[src/rtl/dctom_regs.svh]
// Register offsets, field positions, reset values and timing counts of the torque-off monitor.
`ifndef DCTOM_REGS_SVH
`define DCTOM_REGS_SVH

// ----------------------------------------
// Register offsets
// ----------------------------------------
`define DCTOM_CTRL_ADDR 12'h000
`define DCTOM_STATUS_ADDR 12'h004
`define DCTOM_ERROR_ADDR 12'h008
`define DCTOM_ADDR_W 12

// ----------------------------------------
// Field positions and control reset value
// ----------------------------------------
`define DCTOM_CTRL_ENABLE 0
`define DCTOM_CTRL_BRAKE 1
`define DCTOM_CTRL_ACK 2
`define DCTOM_ERR_DISC 0
`define DCTOM_ERR_PLAUS_A 1
`define DCTOM_ERR_PLAUS_B 2
`define DCTOM_CTRL_RESET 32'h00000000

// ----------------------------------------
// Timing
// ----------------------------------------
`define DCTOM_CLK_HZ 100000000
`define DCTOM_TICK_US 1
`define DCTOM_TICK_CYCLES (`DCTOM_CLK_HZ / 1000000 * `DCTOM_TICK_US)
`define DCTOM_DISC_MS 100
`define DCTOM_DISC_TICKS (`DCTOM_DISC_MS * 1000 / `DCTOM_TICK_US)
`define DCTOM_PULSE_MS 4
`define DCTOM_PULSE_TICKS (`DCTOM_PULSE_MS * 1000 / `DCTOM_TICK_US)
`define DCTOM_SUPPLY_MS 20
`define DCTOM_SUPPLY_TICKS (`DCTOM_SUPPLY_MS * 1000 / `DCTOM_TICK_US)
`define DCTOM_SQW_US 1000
`define DCTOM_SQW_TICKS (`DCTOM_SQW_US / `DCTOM_TICK_US)
`define DCTOM_CNT_W 20

`endif

[src/rtl/dctom_pkg.sv]
// Types of the torque-off monitor.
package dctom_pkg;
   typedef enum logic [1:0] {
      DCTOM_RUN,
      DCTOM_DISCREP,
      DCTOM_SAFE
   } dctom_state_e;
   typedef logic [19:0] dctom_cnt_t;
endpackage

[src/rtl/dctom_tick.sv]
// Timebase divider giving a one-cycle tick enable.
`include "dctom_regs.svh"
module dctom_tick (
   // Clock and reset.
   input wire logic pclk,
   input wire logic presetn,
   // Tick output.
   output logic tick
);
   typedef struct packed {
      logic [7:0] cnt;
      logic tick;
   } dctom_tick_s;
   dctom_tick_s q;
   dctom_tick_s next_q;

   always_comb begin
      next_q = q;
      next_q.tick = 1'b0;
      if (q.cnt == 8'(`DCTOM_TICK_CYCLES - 1)) begin
         next_q.cnt = 8'h00;
         next_q.tick = 1'b1;
      end else begin
         next_q.cnt = q.cnt + 8'h01;
      end
   end

   always_ff @(posedge pclk or negedge presetn) begin
      if (!presetn) begin
         q <= '0;
      end else begin
         q <= next_q;
      end
   end

   assign tick = q.tick;
endmodule

[src/rtl/dctom_filter.sv]
// Test-pulse filter: a low pulse shorter than the limit is ignored.
`include "dctom_regs.svh"
module dctom_filter (
   // Clock and reset.
   input wire logic pclk,
   input wire logic presetn,
   // Timebase.
   input wire logic tick,
   // Raw and filtered level.
   input wire logic raw,
   output logic level
);
   typedef struct packed {
      dctom_pkg::dctom_cnt_t cnt;
      logic level;
   } dctom_filter_s;
   dctom_filter_s q;
   dctom_filter_s next_q;

   always_comb begin
      next_q = q;
      if (raw) begin
         next_q.cnt = '0;
         next_q.level = 1'b1;
      end else if (q.level && tick) begin
         if (q.cnt >= dctom_pkg::dctom_cnt_t'(`DCTOM_PULSE_TICKS)) begin
            next_q.level = 1'b0;
         end else begin
            next_q.cnt = q.cnt + 20'h00001;
         end
      end
   end

   always_ff @(posedge pclk or negedge presetn) begin
      if (!presetn) begin
         q.cnt <= '0;
         q.level <= 1'b1;
      end else begin
         q <= next_q;
      end
   end

   assign level = q.level;
endmodule

[src/rtl/dctom_top.sv]
// Dual-channel torque-off monitor with APB register access.
//
// The APB register port and the address map are this design's own decisions.
`include "dctom_regs.svh"
// Functional notes
// - Safe state entered only when both inputs low and both feedbacks read one.
// - Unequal inputs tolerated within window; error raised once window expires.
// - Discrepancy window is one hundred milliseconds.
// - Low test pulses up to four milliseconds are ignored.
// - Feedback contact open whenever safe state is not active.
// - Feedback contact closed while safe state is active; the code also requires logic_supply_ok high.
// - Contact may disagree with inputs under twenty milliseconds at supply ramps.
// - Torque-off request disables control loop and PWM output.
// - Torque-off request stops holding brake actuation.
// - PWM feedback detects channel A blocking the PWM path.
// - Driver-supply feedback detects channel B removing driver supply.
// - Each channel checked against its feedback; implausible pairs flag hardware error.
// - Status and errors are reported on outputs and on the status and error registers.
// - One acknowledgement clears all acknowledgeable errors.
// - Request accepted at any time, also while PWM runs.
// - PWM feedback one when channel A blocked, zero when powered.
// - Driver feedback one when supply removed, otherwise a square wave.
module dctom_top (
   // Clock and reset.
   input wire logic pclk,
   input wire logic presetn,
   // APB slave.
   input wire logic psel,
   input wire logic penable,
   input wire logic pwrite,
   input wire logic [11:0] paddr,
   input wire logic [31:0] pwdata,
   output logic [31:0] prdata,
   output logic pready,
   output logic pslverr,
   // Safety connector inputs and feedback.
   input wire logic torque_off_channel_a,
   input wire logic torque_off_channel_b,
   input wire logic pwm_feedback,
   input wire logic driver_supply_feedback,
   input wire logic logic_supply_ok,
   // Drive outputs.
   output logic feedback_contact_closed,
   output logic pwm_enable,
   output logic control_enable,
   output logic brake_release,
   output logic torque_off_status,
   output logic error_flag
);
   typedef struct packed {
      dctom_pkg::dctom_state_e state;
      dctom_pkg::dctom_cnt_t disc_cnt;
      dctom_pkg::dctom_cnt_t sqw_cnt;
      dctom_pkg::dctom_cnt_t sup_cnt;
      logic drv_prev;
      logic chb_prev;
      logic sqw_seen;
      logic [2:0] err;
      logic enable;
      logic brake;
      logic [31:0] prdata;
      logic pready;
      logic pslverr;
      logic contact;
      logic pwm_en;
      logic ctl_en;
      logic brake_out;
      logic sto_stat;
      logic err_out;
   } dctom_top_s;
   dctom_top_s q;
   dctom_top_s next_q;

   logic tick;
   logic lvl_a;
   logic lvl_b;

   // ----------------------------------------
   // Timebase and test-pulse filters
   // ----------------------------------------
   dctom_tick u_tick (
      .pclk(pclk),
      .presetn(presetn),
      .tick(tick)
   );

   dctom_filter u_filt_a (
      .pclk(pclk),
      .presetn(presetn),
      .tick(tick),
      .raw(torque_off_channel_a),
      .level(lvl_a)
   );

   dctom_filter u_filt_b (
      .pclk(pclk),
      .presetn(presetn),
      .tick(tick),
      .raw(torque_off_channel_b),
      .level(lvl_b)
   );

   // ----------------------------------------
   // Monitor logic
   // ----------------------------------------
   logic both_low;
   logic blocked_a;
   logic removed_b;
   logic safe_now;
   logic apb_acc;
   logic ack;
   logic [31:0] rd;
   logic hit;
   logic settled;
   logic check_a;
   logic check_b;

   always_comb begin
      next_q = q;
      both_low = !lvl_a && !lvl_b;
      blocked_a = pwm_feedback;
      removed_b = driver_supply_feedback && q.sqw_seen;
      safe_now = both_low && blocked_a && removed_b;
      apb_acc = psel && penable && !q.pready;
      ack = apb_acc && pwrite && paddr == `DCTOM_CTRL_ADDR && pwdata[`DCTOM_CTRL_ACK];
      // Driver feedback steady high for a square-wave period means supply removed.
      // A rising channel B restarts the measurement, so an old steady level is not reused.
      next_q.drv_prev = driver_supply_feedback;
      next_q.chb_prev = torque_off_channel_b;
      if (driver_supply_feedback != q.drv_prev || !driver_supply_feedback
         || (torque_off_channel_b && !q.chb_prev)) begin
         next_q.sqw_cnt = '0;
         next_q.sqw_seen = 1'b0;
      end else if (tick) begin
         if (q.sqw_cnt >= dctom_pkg::dctom_cnt_t'(`DCTOM_SQW_TICKS)) begin
            next_q.sqw_seen = 1'b1;
         end else begin
            next_q.sqw_cnt = q.sqw_cnt + 20'h00001;
         end
      end
      // Plausibility is judged only where the filtered level agrees with the raw input.
      settled = q.sup_cnt >= dctom_pkg::dctom_cnt_t'(`DCTOM_SUPPLY_TICKS);
      check_a = torque_off_channel_a == lvl_a;
      check_b = torque_off_channel_b == lvl_b;
      if (check_a && lvl_a == blocked_a && settled) begin
         next_q.err[`DCTOM_ERR_PLAUS_A] = 1'b1;
      end
      if (check_b && lvl_b == removed_b && settled) begin
         next_q.err[`DCTOM_ERR_PLAUS_B] = 1'b1;
      end
      // Supply settle time masks plausibility errors during ramp.
      if (!logic_supply_ok) begin
         next_q.sup_cnt = '0;
      end else if (tick && q.sup_cnt < dctom_pkg::dctom_cnt_t'(`DCTOM_SUPPLY_TICKS)) begin
         next_q.sup_cnt = q.sup_cnt + 20'h00001;
      end
      // Channel state machine.
      case (q.state)
         dctom_pkg::DCTOM_RUN: begin
            if (lvl_a != lvl_b) begin
               next_q.state = dctom_pkg::DCTOM_DISCREP;
               next_q.disc_cnt = '0;
            end else if (safe_now) begin
               next_q.state = dctom_pkg::DCTOM_SAFE;
            end
         end
         dctom_pkg::DCTOM_DISCREP: begin
            if (lvl_a == lvl_b) begin
               next_q.state = safe_now ? dctom_pkg::DCTOM_SAFE : dctom_pkg::DCTOM_RUN;
            end else if (tick) begin
               if (q.disc_cnt >= dctom_pkg::dctom_cnt_t'(`DCTOM_DISC_TICKS)) begin
                  next_q.err[`DCTOM_ERR_DISC] = 1'b1;
               end else begin
                  next_q.disc_cnt = q.disc_cnt + 20'h00001;
               end
            end
         end
         dctom_pkg::DCTOM_SAFE: begin
            if (!safe_now) begin
               next_q.state = (lvl_a != lvl_b) ? dctom_pkg::DCTOM_DISCREP : dctom_pkg::DCTOM_RUN;
               next_q.disc_cnt = '0;
            end
         end
         default: begin
            next_q.state = dctom_pkg::DCTOM_RUN;
         end
      endcase
      // Acknowledge clears errors; a new error in the same cycle wins.
      if (ack) begin
         next_q.err = q.err & ~(3'h7) | (next_q.err & ~q.err);
      end
      // Outputs.
      next_q.contact = logic_supply_ok && next_q.state == dctom_pkg::DCTOM_SAFE;
      next_q.ctl_en = q.enable && !(lvl_a == 1'b0 || lvl_b == 1'b0) && next_q.err == 3'h0;
      next_q.pwm_en = next_q.ctl_en && !blocked_a;
      next_q.brake_out = q.brake && next_q.ctl_en;
      next_q.sto_stat = next_q.state == dctom_pkg::DCTOM_SAFE;
      next_q.err_out = next_q.err != 3'h0;
      // APB slave, one wait state.
      rd = 32'h00000000;
      hit = 1'b1;
      case (paddr)
         `DCTOM_CTRL_ADDR: rd = {30'h00000000, q.brake, q.enable};
         `DCTOM_STATUS_ADDR: rd = {24'h000000, lvl_b, lvl_a, removed_b, blocked_a, q.ctl_en, q.contact, q.state};
         `DCTOM_ERROR_ADDR: rd = {29'h00000000, q.err};
         default: hit = 1'b0;
      endcase
      next_q.pready = apb_acc;
      next_q.pslverr = apb_acc && !hit;
      if (apb_acc && !pwrite) begin
         next_q.prdata = rd;
      end
      if (apb_acc && pwrite && paddr == `DCTOM_CTRL_ADDR) begin
         next_q.enable = pwdata[`DCTOM_CTRL_ENABLE];
         next_q.brake = pwdata[`DCTOM_CTRL_BRAKE];
      end
   end

   // ----------------------------------------
   // State register
   // ----------------------------------------
   always_ff @(posedge pclk or negedge presetn) begin
      if (!presetn) begin
         q <= '0;
      end else begin
         q <= next_q;
      end
   end

   // ----------------------------------------
   // Registered outputs
   // ----------------------------------------
   assign prdata = q.prdata;
   assign pready = q.pready;
   assign pslverr = q.pslverr;
   assign feedback_contact_closed = q.contact;
   assign pwm_enable = q.pwm_en;
   assign control_enable = q.ctl_en;
   assign brake_release = q.brake_out;
   assign torque_off_status = q.sto_stat;
   assign error_flag = q.err_out;

   // ----------------------------------------
   // Assertions
   // ----------------------------------------
   contact_safe_a: assert property (@(posedge pclk) disable iff (!presetn)
      q.contact |-> q.sto_stat) else $error("Contact closed outside safe state.");
   contact_open_a: assert property (@(posedge pclk) disable iff (!presetn)
      !logic_supply_ok |=> !q.contact) else $error("Contact closed without logic supply.");
   safe_entry_a: assert property (@(posedge pclk) disable iff (!presetn)
      $rose(q.sto_stat) |-> $past(!lvl_a && !lvl_b && pwm_feedback)) else $error("Safe state without cause.");
   pwm_block_a: assert property (@(posedge pclk) disable iff (!presetn)
      (!lvl_a || !lvl_b) |=> !q.pwm_en && !q.ctl_en) else $error("PWM still enabled on request.");
   brake_stop_a: assert property (@(posedge pclk) disable iff (!presetn)
      (!lvl_a || !lvl_b) |=> !q.brake_out) else $error("Brake still actuated on request.");
   disc_latch_a: assert property (@(posedge pclk) disable iff (!presetn)
      q.err[0] && !ack |=> q.err[0]) else $error("Discrepancy error dropped without ack.");
   ack_clear_a: assert property (@(posedge pclk) disable iff (!presetn)
      ack && q.state == dctom_pkg::DCTOM_RUN && lvl_a && lvl_b && lvl_a != pwm_feedback
      && !removed_b |=> q.err == 3'h0) else $error("Ack did not clear errors.");
   err_flag_a: assert property (@(posedge pclk) disable iff (!presetn)
      q.err != 3'h0 |-> ##1 q.err_out || $past(ack)) else $error("Error flag not shown.");
   apb_ready_a: assert property (@(posedge pclk) disable iff (!presetn)
      psel && penable && !q.pready |=> q.pready) else $error("APB access not answered.");
   apb_pulse_a: assert property (@(posedge pclk) disable iff (!presetn)
      q.pready |=> !q.pready) else $error("Ready held longer than one cycle.");
   apb_err_a: assert property (@(posedge pclk) disable iff (!presetn)
      q.pslverr |-> q.pready) else $error("Slave error without ready.");
   rd_err_a: assert property (@(posedge pclk) disable iff (!presetn)
      psel && penable && !q.pready && !pwrite && paddr == `DCTOM_ERROR_ADDR
      |=> q.prdata == {29'h00000000, $past(q.err)}) else $error("Error register read wrong.");

   // ----------------------------------------
   // Filter, timing, latch and output-enable assertions
   // ----------------------------------------
   chan_a_rise_a: assert property (@(posedge pclk) disable iff (!presetn)
      torque_off_channel_a |=> lvl_a) else $error("Filtered level A not restored.");
   chan_b_rise_a: assert property (@(posedge pclk) disable iff (!presetn)
      torque_off_channel_b |=> lvl_b) else $error("Filtered level B not restored.");
   pwm_ctl_a: assert property (@(posedge pclk) disable iff (!presetn)
      q.pwm_en |-> q.ctl_en) else $error("PWM enabled without control loop.");
   brake_ctl_a: assert property (@(posedge pclk) disable iff (!presetn)
      q.brake_out |-> q.ctl_en) else $error("Brake actuated without control loop.");
   disc_restart_a: assert property (@(posedge pclk) disable iff (!presetn)
      q.state == dctom_pkg::DCTOM_RUN && lvl_a != lvl_b |=> q.disc_cnt == 20'h00000) else $error("Window not restarted.");
   disc_early_a: assert property (@(posedge pclk) disable iff (!presetn)
      q.state == dctom_pkg::DCTOM_DISCREP && !q.err[`DCTOM_ERR_DISC]
      && q.disc_cnt < dctom_pkg::dctom_cnt_t'(`DCTOM_DISC_TICKS) |=> !q.err[`DCTOM_ERR_DISC])
      else $error("Discrepancy error before window end.");
   plaus_a_latch_a: assert property (@(posedge pclk) disable iff (!presetn)
      q.err[`DCTOM_ERR_PLAUS_A] && !ack |=> q.err[`DCTOM_ERR_PLAUS_A]) else $error("Error A dropped without ack.");
   plaus_b_latch_a: assert property (@(posedge pclk) disable iff (!presetn)
      q.err[`DCTOM_ERR_PLAUS_B] && !ack |=> q.err[`DCTOM_ERR_PLAUS_B]) else $error("Error B dropped without ack.");
   supply_mask_a: assert property (@(posedge pclk) disable iff (!presetn)
      q.sup_cnt < dctom_pkg::dctom_cnt_t'(`DCTOM_SUPPLY_TICKS)
      && q.err[`DCTOM_ERR_PLAUS_B:`DCTOM_ERR_PLAUS_A] == 2'h0
      |=> q.err[`DCTOM_ERR_PLAUS_B:`DCTOM_ERR_PLAUS_A] == 2'h0) else $error("Plausibility error during ramp.");
   sqw_drop_a: assert property (@(posedge pclk) disable iff (!presetn)
      !driver_supply_feedback |=> !q.sqw_seen) else $error("Supply removal seen on low feedback.");
   err_ctl_a: assert property (@(posedge pclk) disable iff (!presetn)
      q.err != 3'h0 |-> !q.ctl_en) else $error("Control enabled with latched error.");
endmodule

[config.mk]
export PLATFORM = sky130hd
export DESIGN_NAME = dctom_top
export DESIGN_NICKNAME = d
export VERILOG_FILES = /design/src/rtl/dctom_pkg.sv /design/src/rtl/dctom_tick.sv /design/src/rtl/dctom_filter.sv /design/src/rtl/dctom_top.sv
export VERILOG_INCLUDE_DIRS = /design/src /design/src/rtl
export SDC_FILE = /design/constraint.sdc
export NUM_CORES = 1
export LEC_CHECK = 0
export BUFFER_PORTS_ARGS = -buffer_cell sky130_fd_sc_hd__buf_4
export CAP_MARGIN = 20
export CORE_ASPECT_RATIO = 2
export CORE_MARGIN = 2
export CORE_UTILIZATION = 51
export CTS_CLUSTER_SIZE = 40
export DETAILED_ROUTE_END_ITERATION = 8
export PLACE_DENSITY = 0.77
export SKIP_CTS_REPAIR_TIMING = 1
export SLEW_MARGIN = 20
export SYNTH_ARGS = -nofsm -noshare
export SYNTH_HDL_FRONTEND = slang
export SYNTH_SLANG_ARGS = --single-unit
[constraint.sdc]
create_clock -name pclk -period 4.06 [get_ports pclk]
set_clock_uncertainty 0.05 [all_clocks]
set_input_delay 0.406 -clock pclk [delete_from_list [all_inputs] [get_ports pclk]]
set_output_delay 0.406 -clock pclk [all_outputs]
set_load 0.02 [all_outputs]
Word-level counts from Yosys, hierarchy flattened
Cells that the tools add are included.
Operators by class
  add/subtract/negate cells: 6
  order comparisons: 6
  equal/unequal tests: 22
  multiplexer cells: 39
  bitwise gates (word level): 4
  reductions and logical operators: 55
Operators with widths (number)
  2-to-1 mux 20 bit: 11
  adder 20 x 1 -> 20 bit, second input constant: 5
  2-to-1 mux 21 bit: 4
  case mux 20 bit (3 select lines): 1
  >= comparator 20 x 12 -> 1 bit, second input constant: 2
  logical AND 1 bit: 24
  case mux 8 bit (3 select lines): 1
  2-to-1 mux 22 bit: 1
  >= comparator 20 x 10 -> 1 bit, second input constant: 1
  >= comparator 20 x 15 -> 1 bit, second input constant: 1
  >= comparator 20 x 17 -> 1 bit, second input constant: 1
  less-than comparator 20 x 15 -> 1 bit, second input constant: 1
  2-to-1 mux 1 bit: 14
  != test 2 bit, second input constant: 7
  equality test 12 x 3 -> 1 bit, second input constant: 1
  equality test 12 x 4 -> 1 bit, second input constant: 1
  logical NOT 12 bit: 1
  AND reduction 2 bit: 6
  nonzero test 2 bit: 6
  logical NOT 1 bit: 9
  adder 8 x 1 -> 8 bit, second input constant: 1
  equality test 8 x 7 -> 1 bit, second input constant: 1
  2-to-1 mux 2 bit: 4
  2-to-1 mux 8 bit: 1
  other kinds (16): 27
Storage, ports and cells
  flip-flop bits (word level): 161
  bits of input ports: 54
  output and inout bits: 40
  word-level logic and storage cells: 157

Depth between registers and ports, before layout
  word-level depth: 10
  depth in mapped cells: 8
  gate-level depth less buffers: 7

By module
Synthesis repeated with hierarchy kept, for this count alone.
Second synthesis, totals
  cells, all modules: 686
  area, all modules: 6964.2 um^2
Modules (own cells, without submodules)
  dctom_top: times used 1, cells an instance 472, area an instance 4586.9 um^2
  dctom_filter: times used 2, cells an instance 91, area an instance 988.4 um^2
  dctom_tick: times used 1, cells an instance 32, area an instance 400.4 um^2

Least setup slack after synthesis
OpenSTA, ideal clock, no wires.
  path type: register to register
  start point: reg u_filt_a.level (netlist name)
  end point: reg q[105] (netlist bit)
  setup time: 121 ps
  arrival time: 1944 ps
  data required time: 3889 ps
  setup slack: 1945 ps
  stages on the path, launching flop included: 9
  path buffers: 1
  cells stage by stage: dfstp_2 inv_1 ha_1 o21bai_1 o2111a_1 o211ai_1 clkbuf_1 nor3_1 o22a_1
On the way
  longest elaborated chain between the ends: 6
  elaborated cells between the ends (all ways): 10
Ends and longest elaborated chain
  logical NOT 1 bit: line dctom_top.sv:120  | both_low = !lvl_a && !lvl_b;
  logical AND 1 bit: line dctom_top.sv:120
  logical AND 1 bit (2 in series): line dctom_top.sv:123  | safe_now = both_low && blocked_a && removed_b;
  != test 2 bit (no line)
  AND reduction 6 bit (no line) (*)
  to (signal assigned): line dctom_top.sv:226  | q <= next_q;
  to (decl): line dctom_top.sv:71  | dctom_top_s q;
Mark *: on every way between the ends. The rest lies on a longest branch, timed or not.
A chain may end at the register's enable or synchronous reset.

Worst setup path after layout
  start point: reg u_filt_a.level (netlist name)
  end point: reg q[98] (netlist bit)
On the way
  longest elaborated chain between the ends: 6
  elaborated cells between the ends (all ways): 10
Ends and longest elaborated chain (line)
  logical NOT 1 bit: dctom_top.sv:120
  logical AND 1 bit: dctom_top.sv:120
  logical AND 1 bit (2 in series): dctom_top.sv:123
  != test 2 bit (no line)
  AND reduction 6 bit (no line) (*)
Marked as above.

==> results.py <==
metrics = {
    "sta": {
        "slew_violations": 0,
        "setup_tns_ns": 0,
        "worstMarginPinSlew_ns": 0.970,
        "fin_hold_ws_ns": 0.0477,
        "fin_crit_sh": 0.674,
        "setup_viol": 0,
        "slew-limit-headroom": 0.353,
        "layout_min_cycle_time_ns": 2.74,
        "finalHoldViolCount": 0,
        "clock.fmax_mhz": 365,
        "rsz0062_at_grt": "false",
    },
    "logic_synthesis": {
        "netlist_instances": 680,
        "ys_warn_count": 0,
        "synth.distinct_cells": 56,
        "synth_edf_count": 0,
        "ys.flop_type": "dfrtp_1",
        "yosysSeqAreaShare": 0.507,
        "async_reset_ff_frac": 1.00,
        "avgSynthCellArea_um2": 9.95,
        "synth_seq_cells": 137,
        "syn_area_um2": 6770,
    },
    "final_layout": {
        "postLayoutCellArea_um2": 7620,
        "layout-drive-gt1-share": 0.124,
        "final_nets": 784,
        "syn2layout_area_growth_pct": 12.5,
        "n_antenna_cell": 0,
    },
    "grt": {
        "grt.total_usage": 0.214,
        "grt_pass1_wl_mm": 24.6,
        "grt_pass1_vias": 5158,
        "grt_antenna_before_repair": 0,
        "grt_start_max_net_pins": 76,
        "overflow": 0,
    },
    "floorplanning": {
        "die_area_um2": 14300,
        "initial_core_util": 0.521,
        "num_io_pins": 94,
        "row_count": 59,
        "fp.dieH_um": 167,
        "fp.dieW_um": 85.5,
        "core_um2": 13000,
    },
    "route": {
        "drt-initial-drc-count": 287,
        "vias_per_cell": 5.73,
        "routed_wl_mm": 14.4,
        "vias": 5033,
        "wl_per_cell_um": 16.4,
        "drt_first_pass_iters": 4,
        "ant_nets": 0,
        "drc": 0,
    },
    "setup_path": {
        "cp_slowest_cell": "dfstp_2",
        "start_kind": "register",
        "worstSetupEndpointType": "register",
        "max_stage_delay_ns": 0.57,
        "path_cells": "inv_1 > ha_1 > o21bai_1 > o2111a_1 > nand4_1 > nor3_1 > a41o_1",
        "cp_max_fo": 13,
        "critical_path_depth": 7,
        "required_ns": 4.36,
        "critical-path-top-delay-family": "simple AND/OR/NAND/NOR gates",
        "worst-r2r-cell-count": 7,
        "arrival_ns": 3.04,
        "critPathBufInv": 1,
        "worstSetupPathType": "reg -> reg",
    },
    "power_and_ir_drop": {
        "power_mw": 2.99,
        "leakagePower_nw": 3.46,
        "ir_drop_mv": 0.381,
        "powerDensity_nw_per_um2": 393,
    },
    "clock_network": {
        "clk_latency_ns": 0.42,
        "htree_levels": 4,
        "cts_root_buf": "clkbuf_16",
        "clock-sinks": 137,
        "clock_tree.buffer_depth": 2,
        "clkSlewWorstSetupHoldPaths_ns": 0.06,
        "numCtsBuffers": 17,
        "cts_tree": "done",
    },
    "flow_run": {
        "cap_violations": 0,
    },
    "placement": {
        "gp_congestion": 0.855,
        "placed_area_um2": 7040,
        "place_hpwl_mm": 10.3,
        "io_buffers": 40,
    },
    "min_path": {
        "hold_path_class": "in -> async",
    },
    "run_status": {
        "run_status": "complete, no violations",
    },
}
[sequential cells by signal, indices dropped and copies added (netlist names)]
name                     cells
brake_release                1
prdata                       8
pslverr                      1
u_filt_b.q                  20
pready                       1
pwm_enable                   1
u_tick.q                     8
u_tick.tick                  1
error_flag                   1
feedback_contact_closed      1
u_filt_a.level               1
torque_off_status            1
control_enable               1
u_filt_b.level               1
q                           70
u_filt_a.q                  20
[report_power, final]
group | switching (mW) | internal (mW) | total [mW]
Combinational | 0.107 | 0.0414 | 0.149
Sequential | 0.0131 | 1.38 | 1.39
Clock | 0.571 | 0.887 | 1.46
[worst register-to-register path, delay by kind of cell, from the launching register on]
| family | cells | cell delay (ns) |
|---|---|---|
| AND/OR/NAND/NOR | 2 | 0.90 |
| flip-flops | 1 | 0.57 |
| buffers and inverters | 1 | 0.08 |
| adder cells (fa/ha/maj) | 1 | 0.36 |
| AO/OA/AOI/OAI | 3 | 0.71 |
[cells by family (layout without fill, tap and decap cells)]
logic type                 count (synthesis)  in the layout  synth area share
other                                      1             24          0.000554
muxes                                      9              9            0.0137
AOI/OAI and AO/OA                         97             97            0.0965
and+or+nand+nor                          296            296             0.233
DFF                                      137            137             0.507
adders and majority gates                 17             17            0.0314
xor gates and xnor gates                  41             41            0.0531
buffers and inverters                     82            105            0.0649
[placed cells by master (no fill, tap or decap), types with 5 or more instances in the layout]
cell type	synthesis	layout
dfrtp_1	135	135
nor2_1	64	64
nand2_1	43	43
buf_4	32	43
and2_1	33	33
nand3_1	31	31
o21ai_0	30	30
inv_1	29	29
conb_1	1	24
nor3_1	23	23
xnor2_1	23	23
nand4_1	21	21
nor4_1	19	19
nor2b_1	19	19
xor2_1	18	18
ha_1	17	17
clkbuf_16	0	17
a21oi_1	15	15
o31ai_1	13	13
and3_1	9	9
mux2i_1	7	7
or3_1	6	6
nand2b_1	5	5
a31oi_1	5	5
and4_1	5	5
[layout make-up]
cell class	instances	area [um2]
clock buffers	21	470
clock inverters	11	97.6
fillers	1071	5380
inverters	29	109
multi-input cells	484	2990
flip-flops and latches	137	3430
well taps	152	190
repair buffers	44	328
[synthesized netlist by cell type, types with 5 or more instances]
cell type | n | area (um2)
dfrtp_1 | 135 | 3380
xor2_1 | 18 | 158
nand4_1 | 21 | 131
xnor2_1 | 23 | 201
clkbuf_1 | 17 | 63.8
and3_1 | 9 | 56.3
nand3_1 | 31 | 155
ha_1 | 17 | 213
inv_1 | 29 | 109
a21oi_1 | 15 | 75.1
mux2i_1 | 7 | 70.1
nand2b_1 | 5 | 31.3
nand2_1 | 43 | 161
nor4_1 | 19 | 119
o31ai_1 | 13 | 97.6
nor2b_1 | 19 | 119
and2_1 | 33 | 206
o21ai_0 | 30 | 150
a31oi_1 | 5 | 31.3
nor3_1 | 23 | 115
nor2_1 | 64 | 240
or3_1 | 6 | 37.5
and4_1 | 5 | 43.8
buf_4 | 32 | 240
[final timing paths]
kind	startpoint	slack (ns)	endpoint
min reg2reg	u_tick.q[8]	0.43	u_tick.q[8]
min in group pclk	driver_supply_feedback	0.12	q[47]
max in group asynchronous	presetn	2.86	u_filt_a.level
max	u_filt_a.level	1.32	q[98]
min	presetn	0.05	q[59]
max reg2reg	u_filt_a.level	1.32	q[98]
[stage by stage]
step / instances / setup slack (ns) / util
2_1_floorplan: 703 / 1.95 / -
3_3_place_gp: 845 / 1.40 / 0.542
3_5_place_dp: 845 / 1.31 / 0.542
4_1_cts: 877 / 1.29 / 0.585
5_1_grt: 878 / 1.08 / 0.586
6_report: 878 / 1.32 / 0.586
[layer usage]
metal | GRT usage | routed length, um | vias to the layer above
met5 | 0 | 0 | -
met4 | 0.0814 | 261 | 0
met3 | 0.0520 | 578 | 20
met2 | 0.380 | 7900 | 109
met1 | 0.244 | 5660 | 2514
li1 | - | - | 2390
Power figures use the tool's default switching activity.
